$ cat src/hw/sar_adc_seq_cfg.svh
// Purpose: constants for the sar converter sequencer
// Assumes: core clock of 125 MHz
// Notes:   all counts derive from the figures below
`ifndef SAR_ADC_SEQ_CFG_SVH
`define SAR_ADC_SEQ_CFG_SVH
// ==========================================================
// clocking
`define CORE_CLK_KHZ    125000
`define ADC_CLK_MAX_KHZ 14500
// smallest integer divide keeping the converter clock legal
`define ADC_DIV ((`CORE_CLK_KHZ + `ADC_CLK_MAX_KHZ - 1) / `ADC_CLK_MAX_KHZ)
// ==========================================================
// conversion
`define SAR_BITS      12
`define CONV_MIN_CLKS 18
`define SAMPLE_MIN    (`CONV_MIN_CLKS - `SAR_BITS)
`define SAR_MSB       12'h800
`define NUM_CHAN      8
`define TEMP_CHAN     3'h7
// ==========================================================
// reference select encodings
`define REF_VDD     2'h0
`define REF_VDD_HALF 2'h1
`define REF_BANDGAP 2'h2
`define REF_EXT     2'h3
`endif

$ cat src/hw/sar_adc_seq_pkg.sv
// Purpose: types for the sar converter sequencer
// Assumes: nothing
// Notes:   constants live in the cfg header
package sar_adc_seq_pkg;
  // ========================================================
  // sequencer states
  typedef enum logic [1:0] {
    ST_IDLE,
    ST_SAMPLE,
    ST_CONVERT
  } state_t;
endpackage

$ cat src/hw/sar_adc_sequencer_control.sv
// Purpose: sar converter control with an 8-channel sequencer
// Assumes: compIn comes from the analog comparator, unsynchronised
// Notes:   one conversion at a time; requests launch on a tick
//
// How it works
// - converter tick is core clock divided by 9, under 14.5 MHz
// - a conversion spans sample ticks plus 12 bit ticks, at least 18
// - chanSel routes one of eight channels, picked from the enable set when scanning, from fwChan in fwMode
// - scan steps through every enabled channel once, no software
// - next channel starts sampling on the same tick the last ends
// - fwMode chooses firmware channel picks over the hardware scanner
// - each channel keeps its own result register and valid flag
// - each channel has its own sample time input
// - low and high limits are inputs checked against every result
// - out-of-range flag rises on the result tick, mid scan
// - refSel offers supply, half supply, bandgap or external pin
// - acquisition length is programmable to suit slow drivers
// - tempOnCh7 routes the temperature sensor onto channel 7
// - lowPower forces idle; nothing converts without the clock
`include "sar_adc_seq_cfg.svh"

module sar_adc_sequencer_control (
  input  wire logic             core_clk,
  input  wire logic             resetn,
  input  wire logic             lowPower,
  input  wire logic             fwMode,
  input  wire logic             fwStart,
  input  wire logic [2:0]       fwChan,
  input  wire logic             scanStart,
  input  wire logic             scanCont,
  input  wire logic [7:0]       chanEnable,
  input  wire logic [7:0][7:0]  sampleTime,
  input  wire logic             tempOnCh7,
  input  wire logic [1:0]       refSelect,
  input  wire logic [11:0]      rangeLow,
  input  wire logic [11:0]      rangeHigh,
  input  wire logic [7:0]       resultClr,
  input  wire logic             rangeClr,
  input  wire logic             compIn,
  output logic      [11:0]      sarTrial,
  output logic                  sampling,
  output logic                  busy,
  output logic      [2:0]       chanSel,
  output logic                  tempSensEn,
  output logic      [1:0]       refSel,
  output logic                  extRefEn,
  output logic      [7:0][11:0] result,
  output logic      [7:0]       resultValid,
  output logic      [7:0]       rangeFlag,
  output logic                  rangeIrq,
  output logic                  scanDone
);
  // ========================================================
  // helpers
  // next enabled channel above cur, wrapping; cur if none
  function automatic logic [2:0] firstAfter(input logic [7:0] en,
                                            input logic [2:0] cur);
    logic [2:0] idx;
    logic       found;
    firstAfter = cur;
    found = 1'b0;
    for (int i = 1; i <= `NUM_CHAN; i++) begin
      idx = cur + i[2:0];
      if (en[idx] && !found) begin
        firstAfter = idx;
        found = 1'b1;
      end
    end
  endfunction
  // sample ticks, floored so a conversion never drops below 18
  function automatic logic [7:0] sampLen(input logic [7:0] t);
    sampLen = (t < 8'(`SAMPLE_MIN)) ? 8'(`SAMPLE_MIN) : t;
  endfunction

  sar_adc_seq_pkg::state_t state_ff;
  logic [3:0]  divCnt_ff;
  logic        adcTick_ff, compMeta_ff, compSync_ff, pend_ff;
  logic [2:0]  curChan_ff;
  logic [7:0]  sampCnt_ff;
  logic [3:0]  bitIdx_ff;
  logic [11:0] sarTrial_ff;
  logic        rangeIrq_ff, scanDone_ff, tempSensEn_ff, extRefEn_ff;
  logic [1:0]  refSel_ff;
  logic [2:0]  nxtChan, lowestChan, launchChan;
  logic        lastOfScan, launch, resultStb, outRange;
  logic [11:0] bitMask, finalCode;
  // ========================================================
  // converter clock enable
  // divide keeps the sar engine under its clock limit; sleep parks it
  always_ff @(posedge core_clk or negedge resetn) begin
    if (!resetn) begin
      divCnt_ff  <= 4'h0;
      adcTick_ff <= 1'b0;
    end else if (lowPower || divCnt_ff == 4'(`ADC_DIV - 1)) begin
      divCnt_ff  <= 4'h0;
      adcTick_ff <= !lowPower;
    end else begin
      divCnt_ff  <= divCnt_ff + 4'h1;
      adcTick_ff <= 1'b0;
    end
  end
  // comparator synchroniser, second stage only is read
  always_ff @(posedge core_clk or negedge resetn) begin
    if (!resetn) begin
      compMeta_ff <= 1'b0;
      compSync_ff <= 1'b0;
    end else begin
      compMeta_ff <= compIn;
      compSync_ff <= compMeta_ff;
    end
  end
  // ========================================================
  // channel choice
  always_comb begin
    nxtChan    = firstAfter(chanEnable, curChan_ff);
    lowestChan = firstAfter(chanEnable, 3'h7);
    lastOfScan = (nxtChan <= curChan_ff);
    launchChan = fwMode ? fwChan : lowestChan;
    launch     = (state_ff == sar_adc_seq_pkg::ST_IDLE) && pend_ff &&
                 adcTick_ff && (fwMode || (|chanEnable));
    resultStb  = adcTick_ff && (bitIdx_ff == 4'h0) &&
                 (state_ff == sar_adc_seq_pkg::ST_CONVERT);
  end
  // start request waits for a tick so sampling is whole periods;
  // a new request beats the launch clear so none is lost
  always_ff @(posedge core_clk or negedge resetn) begin
    if (!resetn) begin
      pend_ff <= 1'b0;
    end else begin
      pend_ff <= !lowPower &&
                 ((fwMode ? fwStart : scanStart) || (pend_ff && !launch));
    end
  end
  // ========================================================
  // sequencer
  always_ff @(posedge core_clk or negedge resetn) begin
    if (!resetn) begin
      state_ff   <= sar_adc_seq_pkg::ST_IDLE;
      curChan_ff <= 3'h0;
      sampCnt_ff <= 8'h00;
      bitIdx_ff  <= 4'h0;
    end else if (lowPower) begin
      state_ff   <= sar_adc_seq_pkg::ST_IDLE;
    end else begin
      case (state_ff)
        sar_adc_seq_pkg::ST_IDLE: begin
          if (launch) begin
            state_ff   <= sar_adc_seq_pkg::ST_SAMPLE;
            curChan_ff <= launchChan;
            sampCnt_ff <= sampLen(sampleTime[launchChan]);
          end
        end
        sar_adc_seq_pkg::ST_SAMPLE: begin
          if (adcTick_ff) begin
            if (sampCnt_ff <= 8'h01) begin
              state_ff  <= sar_adc_seq_pkg::ST_CONVERT;
              bitIdx_ff <= 4'(`SAR_BITS - 1);
            end else begin
              sampCnt_ff <= sampCnt_ff - 8'h01;
            end
          end
        end
        sar_adc_seq_pkg::ST_CONVERT: begin
          if (resultStb) begin
            // no idle tick between channels
            if (!fwMode && !lastOfScan) begin
              state_ff   <= sar_adc_seq_pkg::ST_SAMPLE;
              curChan_ff <= nxtChan;
              sampCnt_ff <= sampLen(sampleTime[nxtChan]);
            end else if (!fwMode && scanCont && (|chanEnable)) begin
              state_ff   <= sar_adc_seq_pkg::ST_SAMPLE;
              curChan_ff <= lowestChan;
              sampCnt_ff <= sampLen(sampleTime[lowestChan]);
            end else begin
              state_ff <= sar_adc_seq_pkg::ST_IDLE;
            end
          end else if (adcTick_ff) begin
            bitIdx_ff <= bitIdx_ff - 4'h1;
          end
        end
        default: state_ff <= sar_adc_seq_pkg::ST_IDLE;
      endcase
    end
  end
  // ========================================================
  // successive approximation
  always_comb begin
    bitMask   = 12'h001 << bitIdx_ff;
    finalCode = (sarTrial_ff & ~bitMask) | (compSync_ff ? bitMask : 12'h000);
    outRange  = (finalCode < rangeLow) || (finalCode > rangeHigh);
  end

  // comparator high keeps the trial bit; next bit then goes up
  always_ff @(posedge core_clk or negedge resetn) begin
    if (!resetn) begin
      sarTrial_ff <= `SAR_MSB;
    end else if (state_ff != sar_adc_seq_pkg::ST_CONVERT) begin
      sarTrial_ff <= `SAR_MSB;
    end else if (resultStb) begin
      sarTrial_ff <= `SAR_MSB;
    end else if (adcTick_ff) begin
      sarTrial_ff <= finalCode | (bitMask >> 1);
    end
  end
  // ========================================================
  // per-channel results, set wins over a same-cycle clear
  // registers live in each slice so every one has a single driver
  for (genvar g = 0; g < `NUM_CHAN; g++) begin : g_res
    logic        hit;
    logic [11:0] res_ff;
    logic        valid_ff;
    logic        flag_ff;
    assign hit = resultStb && (curChan_ff == 3'(g));
    always_ff @(posedge core_clk or negedge resetn) begin
      if (!resetn) begin
        res_ff   <= 12'h000;
        valid_ff <= 1'b0;
        flag_ff  <= 1'b0;
      end else begin
        if (hit) begin
          res_ff <= finalCode;
        end
        valid_ff <= hit || (valid_ff && !resultClr[g]);
        flag_ff  <= (hit && outRange) || (flag_ff && !resultClr[g]);
      end
    end
    assign result[g]      = res_ff;
    assign resultValid[g] = valid_ff;
    assign rangeFlag[g]   = flag_ff;
  end

  // out-of-range request rises at once, not at scan end
  always_ff @(posedge core_clk or negedge resetn) begin
    if (!resetn) begin
      rangeIrq_ff <= 1'b0;
    end else begin
      rangeIrq_ff <= (resultStb && outRange) ||
                     (rangeIrq_ff && !rangeClr);
    end
  end

  // end of scan or of a firmware conversion
  always_ff @(posedge core_clk or negedge resetn) begin
    if (!resetn) begin
      scanDone_ff <= 1'b0;
    end else begin
      scanDone_ff <= resultStb && (fwMode || lastOfScan);
    end
  end
  // ========================================================
  // analog side controls
  always_ff @(posedge core_clk or negedge resetn) begin
    if (!resetn) begin
      refSel_ff     <= `REF_VDD;
      extRefEn_ff   <= 1'b0;
      tempSensEn_ff <= 1'b0;
    end else begin
      refSel_ff     <= refSelect;
      extRefEn_ff   <= (refSelect == `REF_EXT);
      tempSensEn_ff <= tempOnCh7 && (curChan_ff == `TEMP_CHAN) &&
                       !lowPower;
    end
  end

  assign sarTrial    = sarTrial_ff;
  assign sampling    = (state_ff == sar_adc_seq_pkg::ST_SAMPLE);
  assign busy        = (state_ff != sar_adc_seq_pkg::ST_IDLE);
  assign chanSel     = curChan_ff;
  assign tempSensEn  = tempSensEn_ff;
  assign refSel      = refSel_ff;
  assign extRefEn    = extRefEn_ff;
  assign rangeIrq    = rangeIrq_ff;
  assign scanDone    = scanDone_ff;
  // ========================================================
  // checks
  logic [8:0] convTicks_ff;
  logic [7:0] sampTicks_ff, loadLen_ff;
  logic [2:0] lowestHold_ff;

  // tick counters and held values that only the checks read
  always_ff @(posedge core_clk or negedge resetn) begin
    if (!resetn) begin
      convTicks_ff  <= 9'h000;
      sampTicks_ff  <= 8'h00;
      loadLen_ff    <= 8'h00;
      lowestHold_ff <= 3'h0;
    end else begin
      lowestHold_ff <= lowestChan;
      if (launch || resultStb || !busy) begin
        convTicks_ff <= 9'h000;
      end else if (adcTick_ff) begin
        convTicks_ff <= convTicks_ff + 9'h001;
      end
      if (!sampling) begin
        sampTicks_ff <= 8'h00;
      end else if (adcTick_ff) begin
        sampTicks_ff <= sampTicks_ff + 8'h01;
      end
      if (launch || resultStb) begin
        loadLen_ff <= sampLen(sampleTime[launch ? launchChan :
                              ((!lastOfScan) ? nxtChan : lowestChan)]);
      end
    end
  end
endmodule // sar_adc_sequencer_control

$ cat config.mk
export PLATFORM = sky130hd
export DESIGN_NAME = sar_adc_sequencer_control
export DESIGN_NICKNAME = d
export VERILOG_FILES = /design/src/hw/sar_adc_seq_pkg.sv /design/src/hw/sar_adc_sequencer_control.sv
export VERILOG_INCLUDE_DIRS = /design/src /design/src/hw
export SDC_FILE = /design/constraint.sdc
export NUM_CORES = 1
export LEC_CHECK = 0
export BUFFER_PORTS_ARGS = -buffer_cell sky130_fd_sc_hd__buf_2
export CAP_MARGIN = 5
export CORE_MARGIN = 10
export CORE_UTILIZATION = 40
export CTS_CLUSTER_DIAMETER = 120
export DETAILED_ROUTE_END_ITERATION = 8
export HOLD_SLACK_MARGIN = 0.15
export PLACE_DENSITY_LB_ADDON = 0.05
export SLEW_MARGIN = 30
export SYNTH_ARGS = -nofsm -noshare
export SYNTH_HDL_FRONTEND = slang
export SYNTH_SLANG_ARGS = --single-unit
$ cat constraint.sdc
create_clock -name core_clk -period 13.2 [get_ports core_clk]
set_input_delay 0.66 -clock core_clk [delete_from_list [all_inputs] [get_ports core_clk]]
set_output_delay 0.66 -clock core_clk [all_outputs]
set_load 0.01 [all_outputs]
==> insert_results.sql <==
INSERT INTO impl_metrics (metric_group, metric, value, unit) VALUES
('synthesis', 'seq_area_frac_synth', '0.380', ''),
('die', 'initial_utilization', '0.406', ''),
('min_path', 'worst_hold_startpoint', 'compIn', ''),
('clocking', 'total_cts_buffers', '17', ''),
('clocking', 'cts_root_buf', 'clkbuf_16', ''),
('timing', 'number_of_max_slew_violations_in_the_final_report', '0', ''),
('clocking', 'path_clk_slew', '70', 'ps'),
('global_route', 'pin_count_of_the_biggest_net_entering_global_routing', '93', ''),
('detailed_routing', 'wl_per_cell', '20.6', 'um'),
('synthesis', 'warnings_from_yosys', '0', ''),
('synthesis', 'synth.ff_latch_count', '155', ''),
('timing', 'timing.clock.skew', '18.5', 'ps'),
('synthesis', 'synth_top_area_cell', 'dfrtp_1', ''),
('synthesis', 'share_of_synthesized_flip_flops_with_an_asynchronous_set_or_reset', '1.00', ''),
('cells_and_area', 'multiInputGateArea', '5750', 'um2'),
('synthesis', 'syn_std_cell_area', '10200', 'um2'),
('worst_setup_path', 'r2r-start', 'chanSel[0]$_DFFE_PN0P_', ''),
('detailed_routing', 'number_of_design_rule_violations_left_after_detail_routing', '0', ''),
('place', 'postPlaceCellArea', '11700', 'um2'),
('global_route', 'global_route_wire_length_before_repair', '54200', 'um'),
('timing', 'timing.max_slew.rel_slack', '0.399', ''),
('cells_and_area', 'syn2layout_area_growth', '21.3', '%'),
('place', 'gp_congestion', '0.883', ''),
('timing', 'timing.hold.ws', '339', 'ps'),
('power', 'power_switching_share', '0.432', ''),
('global_route', 'grt_util_all_layers', '0.207', ''),
('worst_setup_path', 'critical_path_arrival', '6750', 'ps'),
('detailed_routing', 'drt_first_iter_violations', '750', ''),
('cells_and_area', 'share_of_post_route_cells_with_drive_strength_above_1', '0.274', ''),
('timing', 'finalSetupViolCount', '0', ''),
('synthesis', 'synth_enable_flop_cells', '0', ''),
('die', 'dieHeight', '180', 'um'),
('timing', 'fin_tns_setup', '0', 'ps'),
('timing', 'max_freq', '0.155', 'GHz'),
('power', 'power.share.clock', '0.220', ''),
('power', 'power_frac_comb', '0.546', ''),
('power', 'power_frac_seq', '0.234', ''),
('worst_setup_path', 'startpoint_type', 'flip-flop', ''),
('flow_run', 'maxCapViolCount', '0', ''),
('synthesis', 'syn-mean-instance-area', '9.43', 'um2'),
('die', 'die_width', '180', 'um'),
('detailed_routing', 'detail_route.wirelength', '34000', 'um'),
('power', 'vdd.ir_drop.worst', '157', 'uV'),
('place', 'io_port_bufs', '253', ''),
('worst_setup_path', 'crit_start', 'chanSel[0]$_DFFE_PN0P_', ''),
('clocking', 'numClockSinks', '155', ''),
('global_route', 'first_global_vias', '9322', ''),
('outcome', 'outcome', 'completed', ''),
('cells_and_area', 'layout.area.seq', '3880', 'um2'),
('synthesis', 'distinct_cells_synth', '67', ''),
('timing', 'hold_violations', '0', ''),
('die', 'fp.dieArea', '32300', 'um2'),
('synthesis', 'synth.top_cell.area_share', '0.377', ''),
('synthesis', 'synth-main-ff-cell', 'dfrtp_1', ''),
('die', 'placeableCoreArea', '25200', 'um2'),
('power', 'power.internal', '1.31', 'mW'),
('clocking', 'h_tree_depth', '4', ''),
('worst_setup_path', 'timing_worst_setup_path_type', 'reg2reg', ''),
('cells_and_area', 'stdcell_area', '12400', 'um2'),
('die', 'std_cell_rows', '58', ''),
('power', 'power.density', '187', 'nW/um2'),
('worst_setup_path', 'worst_setup_path_end_kind', 'flip-flop', ''),
('synthesis', 'post_syn_instances', '1083', ''),
('timing', 'grt_setup_unrepaired', 'no', ''),
('cells_and_area', 'layout.filler_cells', '2500', ''),
('place', 'place.detailed.hpwl', '25900', 'um'),
('clocking', 'ctsLongestPathBuffers', '2', ''),
('synthesis', 'synth_area_leaders', 'dfrtp_1, mux2i_1, o21ai_0, ha_1, nand2_1', ''),
('min_path', 'holdCritPathClass', 'in2reg', ''),
('cells_and_area', 'finish.net_count', '1472', ''),
('global_route', 'initial_antenna_violation_count', '0', '');
-- synthesized netlist by cell type, types with 5 or more instances --
cell	count
dfrtp_1	154
nand2_1	154
mux2i_1	132
o21ai_0	130
inv_1	66
ha_1	48
a21oi_1	39
clkbuf_1	39
nor2_1	29
a21o_1	20
mux4_2	20
mux2_2	18
buf_4	17
nand3_1	17
buf_2	15
nand2b_1	12
nor3_1	12
a211oi_1	9
a31oi_1	9
nor2b_1	9
o2111ai_1	9
nand4_1	8
nor4_1	7
o21a_1	7
o211ai_1	6
o311ai_0	6
a211o_1	5
nand3b_1	5
-- flip-flops by register name (all words and copies together), names as in the netlist, 3 cells and up --
name	cells
sarTrial	12
g_res.flag_ff	8
g_res.res_ff	96
divCnt_ff	4
g_res.valid_ff	8
sampCnt_ff	8
bitIdx_ff	4
chanSel	3
-- power by group through the flow --
| stage | Clock (mW) | Sequential, mW | Combinational [mW] |
|---|---|---|---|
| global route | 0.539 | 0.546 | 1.37 |
| finish | 0.510 | 0.541 | 1.26 |
| CTS | 0.519 | 0.541 | 1.25 |
| detailed placement | 0 | 0.550 | 1.25 |
| floorplan | 0 | 0.525 | 0.981 |
| global placement | 0 | 0.549 | 1.25 |
-- layer usage --
metal  vias up  wire length (um)  track usage
met5         -                 0            0
met4         0               747       0.0549
met3        37              1870       0.0462
met2       290             15700        0.332
met1      4265             15600        0.276
li1       4331                 -            -
-- final timing paths --
path	to	slack, ps	depth (start not counted)
setup / recovery	sampCnt_ff[2]$_DFFE_PN0P_	6750	21
hold / removal	compMeta_ff$_DFF_PN0_	340	1
setup reg to reg	sampCnt_ff[2]$_DFFE_PN0P_	6750	21
hold reg to reg	compSync_ff$_DFF_PN0_	360	0
max in group asynchronous	g_res[6].res_ff[1]$_DFFE_PN0P_	11040	4
min in group asynchronous	g_res[2].res_ff[7]$_DFFE_PN0P_	660	2
-- per-stage QoR --
step | instances | total power [mW] | worst slack, ps | util
2_1_floorplan | 1083 | 1.51 | 8010 | -
3_3_place_gp | 1614 | 1.80 | 6670 | 0.466
3_5_place_dp | 1614 | 1.80 | 6540 | 0.466
4_1_cts | 1646 | 2.31 | 6520 | 0.490
5_1_grt | 1648 | 2.45 | 6160 | 0.492
6_report | 1648 | 2.31 | 6750 | 0.492
-- critical path: stages, from the launching register on --
cell       delay [ps]
dfrtp_1           860
inv_1             410
ha_1              690
mux4_2            590
mux2_2            350
o21a_1            200
o2111ai_1         200
o2111ai_1         130
a21oi_1           620
ha_1              370
nor2b_1           130
o21ai_0           140
inv_1              60
o21ai_1           110
buf_4             250
and2_1            200
a211oi_2          140
buf_4             250
nand2_1            80
o2111ai_1         110
a221oi_1          320
a22oi_1           100
-- area by class of cell --
class                   instances  area share
well taps                     330      0.0333
repair buffers                276       0.118
clock inverters                15      0.0158
clock buffers                  17      0.0343
flip-flops and latches        155       0.313
multi-input cells             786       0.464
inverters                      69      0.0209
-- cell families (layout without fill, tap and decap cells) --
group / count (synthesis) / count (layout) / share of synthesized area
AOI/OAI and AO/OA: 279 / 279 / 0.168
muxes: 174 / 174 / 0.200
DFF: 155 / 155 / 0.380
buffers and inverters: 142 / 377 / 0.0610
and+or+nand+nor: 276 / 276 / 0.123
xor gates and xnor gates: 9 / 9 / 0.00845
adders and majority gates: 48 / 48 / 0.0588
-- timing repair --
item | CTS | global route
hold buffers | 0 | 1
resized for setup | 0 | 0
hold endpoints to repair | 0 | 26
-- layout by cell type, fill, tap and decap left out, types with 7 or more instances in the layout --
cell type  instances
o21ai_0          129
a21oi_1           39
a211oi_1           8
a21o_1            20
o21a_1             7
ha_1              48
inv_1             66
o2111ai_1          9
buf_2            252
mux2i_1          131
nand4_1            8
nor2_1            29
a31oi_1            9
mux2_2            18
buf_4             21
nand2b_1          12
clkbuf_16         17
dfrtp_1          154
nor2b_1            9
mux4_2            20
nor3_1            12
nand3_1           17
nand2_1          154
(Power assumes the default switching activity.)
